[config.mk]
export PLATFORM = sky130hd
export DESIGN_NAME = accel_motion_freefall_detect
export DESIGN_NICKNAME = d
export VERILOG_FILES = /design/src/motion_pkg.sv /design/src/debounce_ctr.sv /design/src/accel_motion_freefall_detect.sv
export SDC_FILE = /design/constraint.sdc
export NUM_CORES = 1
export LEC_CHECK = 0
export ABC_AREA = 1
export BUFFER_PORTS_ARGS = -buffer_cell sky130_fd_sc_hd__buf_4
export CORE_ASPECT_RATIO = 1.5
export CORE_MARGIN = 5
export CORE_UTILIZATION = 40
export CTS_BUF_LIST = sky130_fd_sc_hd__clkbuf_8
export CTS_CLUSTER_DIAMETER = 50
export DETAILED_ROUTE_END_ITERATION = 10
export GPL_TIMING_DRIVEN = 1
export SYNTH_ARGS = -nofsm -noshare
export SYNTH_HDL_FRONTEND = slang
export SYNTH_SLANG_ARGS = --single-unit
[constraint.sdc]
create_clock -name sys_clk -period 5.4 [get_ports sys_clk]
set_input_delay 0.54 -clock sys_clk [delete_from_list [all_inputs] [get_ports sys_clk]]
set_output_delay 0.54 -clock sys_clk [all_outputs]
set_load 0.05 [all_outputs]
[src/motion_pkg.sv]
// Purpose: Constants and types shared by the motion / free-fall detector
// Assumes: 100 MHz sys_clk, 8-bit register port from the serial front end
// Notes:   Register addresses are the serial-port write addresses
// Summary of operation
// Rate select 00/01/10/11 samples at 250 Hz, 1 kHz, 4 kHz, 16 kHz.
// Motion non-latching: output follows the motion criterion.
// Motion latching: output holds high until motion enable input goes low.
// Free-fall non-latching: output follows the free-fall criterion.
// Free-fall latching: output holds until software clears then sets enable.
// Free-fall needs all three axes below the free-fall threshold.
// Free-fall threshold is 8 bits, one count per 16 axis counts.
// Free-fall condition must last the free-fall delay count of samples.
// Motion needs any one axis above the motion threshold.
// Motion threshold is 8 bits, one count per 16 axis counts.
// Motion condition must last the motion delay count of samples.
// Free-fall threshold register at 0x08, resets to 0x0E.
// Motion threshold register read/write, resets to 0x55.
// Motion delay register read/write, resets to one sample.
// Motion threshold at 0x0A; SPI reads use 0x8A with top bit set.
// Motion delay at 0x0B; SPI reads use 0x8B.
// Free-fall interrupt never asserts while its enable bit is clear.
// Free-fall status bit reads the free-fall output level.
// Debounce counters restart on any non-qualifying sample.
// Comparisons use the upper eight bits of each 12-bit sample.
package motion_pkg;
  localparam logic [6:0] ADDR_FF_THRESH  = 7'h08;
  localparam logic [6:0] ADDR_FREEFALL_DEBOUNCE_COUNT   = 7'h09;
  localparam logic [6:0] ADDR_MOT_THRESH = 7'h0A;
  localparam logic [6:0] ADDR_MOTION_DEBOUNCE_COUNT  = 7'h0B;
  localparam logic [6:0] ADDR_CONTROL_C  = 7'h0C;
  localparam logic [6:0] ADDR_CONTROL_B  = 7'h0D;
  localparam logic [6:0] ADDR_STATUS     = 7'h0E;
  localparam logic [7:0] RST_FF_THRESH   = 8'h0E;
  localparam logic [7:0] RST_FREEFALL_DEBOUNCE_COUNT    = 8'h00;
  localparam logic [7:0] RST_MOT_THRESH  = 8'h55;
  localparam logic [7:0] RST_MOTION_DEBOUNCE_COUNT   = 8'h01;
  localparam logic [7:0] RST_CONTROL_C   = 8'h00;
  localparam logic [7:0] RST_CONTROL_B   = 8'h42;
  localparam int BIT_FF_IEN   = 1;
  localparam int BIT_MOT_LAT  = 3;
  localparam int BIT_FF_LAT   = 4;
  localparam int BIT_STAT_MOT = 0;
  localparam int BIT_STAT_FF  = 1;
  localparam int CLK_HZ       = 100_000_000;
  localparam int RATE_250_HZ  = 250;
  localparam int RATE_1K_HZ   = 1_000;
  localparam int RATE_4K_HZ   = 4_000;
  localparam int RATE_16K_HZ  = 16_000;
  localparam int DIV_16K      = CLK_HZ / RATE_16K_HZ;
  localparam int DIV_4K       = CLK_HZ / RATE_4K_HZ;
  localparam int DIV_1K       = CLK_HZ / RATE_1K_HZ;
  localparam int DIV_250      = CLK_HZ / RATE_250_HZ;
  typedef struct packed {
    logic       wr;
    logic       rd;
    logic [7:0] addr;
    logic [7:0] wdata;
  } reg_req_type;
  typedef struct packed {
    logic [11:0] x;
    logic [11:0] y;
    logic [11:0] z;
  } axes_type;
endpackage

[src/debounce_ctr.sv]
// Purpose: Consecutive-sample debounce of one detection condition
// Assumes: sample_en is a one-cycle pulse at the debounce rate
// Notes:   A zero delay qualifies on the first matching sample
`timescale 1ns/100ps
`default_nettype none
module debounce_ctr (
  // Clock and reset
  input  wire logic       sys_clk,
  input  wire logic       rst_n,
  // Sample stream
  input  wire logic       sample_en,
  input  wire logic       cond,
  input  wire logic [7:0] delay,
  // Result
  output logic            met
);
  logic [7:0] count_q;
  logic [7:0] count_d;
  logic       met_d;
  wire        at_limit = (count_q >= delay);
  assign count_d = !cond ? 8'h00 : (at_limit ? count_q : count_q + 8'h01);
  // Nine-bit sum so a saturated count of 255 cannot wrap and drop met
  assign met_d   = cond && (at_limit || ({1'b0, count_q} + 9'h001 >= {1'b0, delay}));
  always_ff @(posedge sys_clk or negedge rst_n) begin
    if (!rst_n) begin
      count_q <= 8'h00;
      met     <= 1'b0;
    end else if (sample_en) begin
      // Restart on miss
      count_q <= count_d;
      met     <= met_d;
    end
  end
endmodule
`default_nettype wire

[src/accel_motion_freefall_detect.sv]
// Purpose: Motion and free-fall interrupt logic with its register file
// Assumes: Serial front end delivers decoded byte reads and writes
// Notes:   Axis samples are taken as valid on every debounce tick
`timescale 1ns/100ps
`default_nettype none
module accel_motion_freefall_detect (
  // Clock and reset
  input  wire logic                     sys_clk,
  input  wire logic                     rst_n,
  // Register port
  input  wire motion_pkg::reg_req_type  req,
  output logic [7:0]                    rdata,
  // Sensor data and pins
  input  wire motion_pkg::axes_type     axes,
  input  wire logic                     motion_enable_input,
  output logic                          freefall_irq,
  output logic                          motion_irq
);
  logic [7:0]  freefall_threshold_q;
  logic [7:0]  freefall_debounce_count_q;
  logic [7:0]  motion_threshold_q;
  logic [7:0]  motion_debounce_count_q;
  logic [7:0]  control_b_q;
  logic [7:0]  control_c_q;
  logic [7:0]  rdata_q;
  logic [7:0]  rdata_d;
  logic [18:0] div_q;
  logic [18:0] div_limit;
  logic        tick;
  logic        ff_lat_q;
  logic        mot_lat_q;
  logic        ff_met;
  logic        mot_met;

  // Address decode, top bit marks SPI read
  wire [6:0] addr7        = req.addr[6:0];
  wire       wr_ff_thr    = req.wr && addr7 == motion_pkg::ADDR_FF_THRESH;
  wire       wr_ff_dly    = req.wr && addr7 == motion_pkg::ADDR_FREEFALL_DEBOUNCE_COUNT;
  wire       wr_mot_thr   = req.wr && addr7 == motion_pkg::ADDR_MOT_THRESH;
  wire       wr_mot_dly   = req.wr && addr7 == motion_pkg::ADDR_MOTION_DEBOUNCE_COUNT;
  wire       wr_ctl_c     = req.wr && addr7 == motion_pkg::ADDR_CONTROL_C;
  wire       wr_ctl_b     = req.wr && addr7 == motion_pkg::ADDR_CONTROL_B;
  wire       ff_ien       = control_b_q[motion_pkg::BIT_FF_IEN];
  wire       freefall_latch_sel = control_c_q[motion_pkg::BIT_FF_LAT];
  wire       motion_latch_sel   = control_c_q[motion_pkg::BIT_MOT_LAT];
  wire       debounce_rate_sel_hi = control_c_q[1];
  wire       debounce_rate_sel_lo = control_c_q[0];

  always_ff @(posedge sys_clk or negedge rst_n) begin
    if (!rst_n) begin
      // Free-fall threshold reset
      freefall_threshold_q      <= motion_pkg::RST_FF_THRESH;
      freefall_debounce_count_q <= motion_pkg::RST_FREEFALL_DEBOUNCE_COUNT;
      // Motion threshold reset
      motion_threshold_q        <= motion_pkg::RST_MOT_THRESH;
      // Motion delay reset
      motion_debounce_count_q   <= motion_pkg::RST_MOTION_DEBOUNCE_COUNT;
      control_b_q               <= motion_pkg::RST_CONTROL_B;
      control_c_q               <= motion_pkg::RST_CONTROL_C;
    end else begin
      if (wr_ff_thr) freefall_threshold_q <= req.wdata;
      if (wr_ff_dly) freefall_debounce_count_q <= req.wdata;
      // Motion threshold write
      if (wr_mot_thr) motion_threshold_q <= req.wdata;
      // Motion delay write
      if (wr_mot_dly) motion_debounce_count_q <= req.wdata;
      if (wr_ctl_b) control_b_q <= req.wdata;
      if (wr_ctl_c) control_c_q <= req.wdata;
    end
  end

  // Status mirrors outputs
  wire [7:0] status_val = {6'h00, freefall_irq, motion_irq};
  always_comb begin
    unique case (addr7)
      motion_pkg::ADDR_FF_THRESH:  rdata_d = freefall_threshold_q;
      motion_pkg::ADDR_FREEFALL_DEBOUNCE_COUNT:   rdata_d = freefall_debounce_count_q;
      motion_pkg::ADDR_MOT_THRESH: rdata_d = motion_threshold_q;
      motion_pkg::ADDR_MOTION_DEBOUNCE_COUNT:  rdata_d = motion_debounce_count_q;
      motion_pkg::ADDR_CONTROL_C:  rdata_d = control_c_q;
      motion_pkg::ADDR_CONTROL_B:  rdata_d = control_b_q;
      motion_pkg::ADDR_STATUS:     rdata_d = status_val;
      default:                     rdata_d = 8'h00;
    endcase
  end
  always_ff @(posedge sys_clk or negedge rst_n) begin
    if (!rst_n) rdata_q <= 8'h00;
    else if (req.rd) rdata_q <= rdata_d;
  end
  assign rdata = rdata_q;

  // Debounce rate divider
  assign div_limit = debounce_rate_sel_hi ?
                     (debounce_rate_sel_lo ? 19'(motion_pkg::DIV_16K) : 19'(motion_pkg::DIV_4K)) :
                     (debounce_rate_sel_lo ? 19'(motion_pkg::DIV_1K)  : 19'(motion_pkg::DIV_250));
  // Greater-or-equal so a switch to a faster rate with the count already past its limit ticks at once, never wraps
  assign tick = (div_q >= div_limit - 19'h00001);
  always_ff @(posedge sys_clk or negedge rst_n) begin
    if (!rst_n) div_q <= 19'h00000;
    else div_q <= tick ? 19'h00000 : div_q + 19'h00001;
  end

  // Upper eight bits, 16 counts per step
  wire [7:0] xs = axes.x[11:4];
  wire [7:0] ys = axes.y[11:4];
  wire [7:0] zs = axes.z[11:4];
  // All axes below
  wire ff_cond  = xs < freefall_threshold_q && ys < freefall_threshold_q && zs < freefall_threshold_q;
  // Any axis above
  wire mot_cond = xs > motion_threshold_q || ys > motion_threshold_q || zs > motion_threshold_q;

  // Free-fall debounce
  debounce_ctr u_ff_deb (
    .sys_clk   (sys_clk),
    .rst_n     (rst_n),
    .sample_en (tick),
    .cond      (ff_cond && ff_ien),
    .delay     (freefall_debounce_count_q),
    .met       (ff_met)
  );
  // Motion debounce
  debounce_ctr u_mot_deb (
    .sys_clk   (sys_clk),
    .rst_n     (rst_n),
    .sample_en (tick),
    .cond      (mot_cond && motion_enable_input),
    .delay     (motion_debounce_count_q),
    .met       (mot_met)
  );

  // Latches: clear wins over set, cleared only by the enable cycling low
  always_ff @(posedge sys_clk or negedge rst_n) begin
    if (!rst_n) begin
      ff_lat_q      <= 1'b0;
      mot_lat_q     <= 1'b0;
    end else begin
      // Held until enable cycles
      if (!ff_ien) ff_lat_q <= 1'b0;
      else if (ff_met && freefall_latch_sel) ff_lat_q <= 1'b1;
      // Held until enable pin low
      if (!motion_enable_input) mot_lat_q <= 1'b0;
      else if (mot_met && motion_latch_sel) mot_lat_q <= 1'b1;
    end
  end

  // Free-fall output
  assign freefall_irq = ff_ien && (freefall_latch_sel ? (ff_lat_q || ff_met) : ff_met);
  // Motion output
  assign motion_irq = motion_enable_input && (motion_latch_sel ? (mot_lat_q || mot_met) : mot_met);

  // Tick spacing reference, cleared by a control C write outside a tick cycle until the next tick
  logic [18:0] gap_q;
  logic        gap_ok_q;
  wire  [18:0] period_exp = (control_c_q[1:0] == 2'b11) ? 19'(motion_pkg::DIV_16K) :
                            (control_c_q[1:0] == 2'b10) ? 19'(motion_pkg::DIV_4K)  :
                            (control_c_q[1:0] == 2'b01) ? 19'(motion_pkg::DIV_1K)  :
                                                          19'(motion_pkg::DIV_250);
  always_ff @(posedge sys_clk or negedge rst_n) begin
    if (!rst_n) begin
      gap_q    <= 19'h00000;
      gap_ok_q <= 1'b0;
    end else begin
      gap_q <= tick ? 19'h00000 : gap_q + 19'h00001;
      if (tick) gap_ok_q <= 1'b1;
      else if (wr_ctl_c) gap_ok_q <= 1'b0;
    end
  end
endmodule
`default_nettype wire

==> results.py <==
metrics = {
    "cells_and_area": {
        "area_delta_synth_final_pct": 12.0,
        "multi_input_area_um2": 4010,
        "nets": 1127,
        "fin_cells": 1183,
        "final_util_pct": 45.0,
        "drive_gt1_share_pct": 10.8,
        "antennaDiodeCount": 0,
        "seq_area_um2": 2390,
        "fill_cells": 1782,
    },
    "setup_path": {
        "r2r-start": "control_c_q[1]$_DFFE_PN0P_",
        "reg2reg_slack_ns": 2.34,
        "path_max_fanout": 18,
        "rr_endpoint": "u_ff_deb.count_q[1]$_DFFE_PN0P_",
        "cpMaxStageDelayCell": "dfrtp_1",
        "crit_path_max_incr_delay_ns": 0.49,
        "crit_chain": "inv_1, ha_1, inv_1, ha_1, nand2_1, nor2_1, nand2_1, nand2_1, nand2_1, nand3_1, buf_4, nand2_1, nand2_1, nand2_1",
        "worstSetupPathType": "reg -> reg",
        "arrival_ns": 3.32,
        "cp.required_ns": 5.66,
        "startpoint_type": "flop",
        "path_common_cell": "nand2_1",
        "r2r_cells": 14,
        "endpoint_kind": "flop",
    },
    "placed_design": {
        "dp.cells": 1167,
        "port_buffers": 53,
        "gp_congestion": 0.824,
        "dp_hpwl_um": 13700,
    },
    "global_routing": {
        "antenna_found_initial": 0,
        "first_global_vias": 5715,
        "grt_first_pass_wirelength_um": 28200,
        "track_usage_pct": 17.3,
        "overflow": 0,
        "grt_max_degree": 59,
    },
    "synthesis": {
        "yosysSeqAreaShare_pct": 34.5,
        "synth_commonest_cells": "272 x nand2_1, 119 x inv_1, 105 x ha_1",
        "synthArstFlopShare_pct": 100,
        "synth-seq-cells": 95,
        "syn_inst": 908,
        "yosysTopAreaCellShare_pct": 30.7,
        "synth-edff-count": 0,
        "synth.area.top_cells": "dfrtp_1 31%, ha_1 19%, nand2_1 15%",
        "yosys.area.top_type": "dfrtp_1",
        "ys.flop_type": "dfrtp_1",
        "syn_avg_cell_area_um2": 7.62,
        "syn_area_um2": 6920,
        "synth_most_common_cell": "nand2_1",
        "syn_nets": 1070,
        "ys_warn_count": 0,
        "ys_types": 41,
    },
    "cts": {
        "cts_max_level": 3,
        "cts_tree": "yes",
        "worst_skew_pair.late_latency_ns": 0.37,
        "cts_resized": 0,
        "path_clk_slew_ns": 0.09,
        "post_cts_buffers": 0,
        "numCtsBuffers": 9,
        "ctsRootBufferMaster": "clkbuf_8",
        "clkSinkCount": 95,
        "cts.path.max_buffers": 2,
        "cts_hold_buffers": 0,
    },
    "die": {
        "initial_core_util_pct": 40.2,
        "coreArea_um2": 17200,
        "rows": 59,
        "io_pins": 67,
        "dieArea_um2": 20100,
        "dieHeight_um": 171,
        "die_x_um": 117,
    },
    "sta": {
        "hold_viol_final": 0,
        "max_freq_mhz": 327,
        "setup_viol": 0,
        "fin_crit_ns": 3.06,
        "setup_tns_ns": 0,
        "worst_pin_slew_ns": 0.750,
        "clock_skew_ns": 0.0123,
        "rsz0062_at_grt": "no",
        "report.final.slew_viol_count": 0,
        "finalCritPeriodShare_pct": 56.6,
        "slew_headroom_pct": 50.0,
    },
    "route": {
        "wl_um": 17300,
        "avgRoutedWirePerCell_um": 14.6,
        "first_pass_iters": 6,
        "via_per_inst": 4.95,
        "drc_errors": 0,
        "first_iter_violations": 303,
        "vias": 5850,
        "antenna_left": 0,
    },
    "run_status": {
        "status": "complete, no violations",
    },
    "power": {
        "ir_worst_vdd_mv": 0.120,
        "powerDensity_nw_per_um2": 204,
        "power.leakage_nw": 4.05,
    },
    "job": {
        "cap_violations": 0,
    },
    "hold_path": {
        "hold_path_class": "in -> async",
    },
}
[state kept, by name, summed over array words and instances (netlist names), 8 cells and up]
signal and cells:
motion_threshold_q 8, freefall_threshold_q 8, control_b_q 8, div_q 19
rdata 8, u_mot_deb.count_q 8, freefall_debounce_count_q 8, control_c_q 8
u_ff_deb.count_q 8, motion_debounce_count_q 8
[per-layer routing]
metal	up-vias	GRT usage, %	wire length, um
li1	3080	-	-
met2	89	32.4	8890
met1	2655	20.2	7530
met3	26	1.98	418
met5	-	0	0
met4	0	6.36	474
[layout by cell type, fill, tap and decap left out, types with 10 or more instances in the layout]
master	count
nand2_1	272
inv_1	121
ha_1	105
dfrtp_1	85
nor2_1	70
o21ai_0	60
buf_4	55
a21oi_1	46
nand3_1	22
nand4_1	21
xor2_1	12
clkbuf_8	10
dfstp_2	10
[critical path: cells and delay by family, from the launching register on]
family,cells,cell delay [ns]
simple gates,9,1.21
fa+ha+maj,2,0.67
buf+inv,3,0.56
flops,1,0.49
[logic make-up after synthesis]
logic type,share of synthesized area [%]
AOI/OAI and AO/OA,10.3
xor gates and xnor gates,2.40
adders and majority gates,19.0
buffers and inverters,7.50
DFF,34.5
and+or+nand+nor,26.3
[cell type report]
cell class                 count  share of cell area, %
sequential                    95                   30.8
timing repair buffer          55                   5.33
clock inverter                 6                  0.791
inverter                     125                   6.06
clock buffer                  10                   1.78
tap                          213                   3.44
multi-input combinational    679                   51.8
[through the flow]
| step | power [W] | hold slack (ns) | setup WS [ns] | cell area (um2) |
|---|---|---|---|---|
| floorplan | 0.000988 | 0.244 | 3.23 | 6920 |
| detailed placement | 0.00111 | 0.468 | 2.33 | 7550 |
| finish | 0.00158 | 0.133 | 2.34 | 7750 |
| CTS | 0.00160 | 0.139 | 2.30 | 7750 |
| global route | 0.00168 | 0.175 | 2.00 | 7750 |
| global placement | 0.00110 | 0.466 | 2.33 | 7550 |
[worst max-delay path by stage]
stage | startpoint | endpoint | depth (start not counted)
after floorplan | control_c_q[0]$_DFFE_PN0P_ | u_mot_deb.count_q[1]$_DFFE_PN0P_ | 15
after global placement | control_c_q[1]$_DFFE_PN0P_ | u_ff_deb.count_q[1]$_DFFE_PN0P_ | 14
after detailed placement | control_c_q[1]$_DFFE_PN0P_ | u_ff_deb.count_q[2]$_DFFE_PN0P_ | 14
after CTS | control_c_q[1]$_DFFE_PN0P_ | u_ff_deb.count_q[1]$_DFFE_PN0P_ | 14
after global routing | control_c_q[1]$_DFFE_PN0P_ | u_ff_deb.count_q[5]$_DFFE_PN0P_ | 15
final | control_c_q[1]$_DFFE_PN0P_ | u_ff_deb.count_q[1]$_DFFE_PN0P_ | 14
[power by group]
| part | internal (W) | switching [W] |
|---|---|---|
| Clock | 0.000225 | 0.000261 |
| Combinational | 0.000120 | 0.000201 |
| Sequential | 0.000746 | 0.0000245 |
Note: power is estimated with default switching activity, not from simulation.
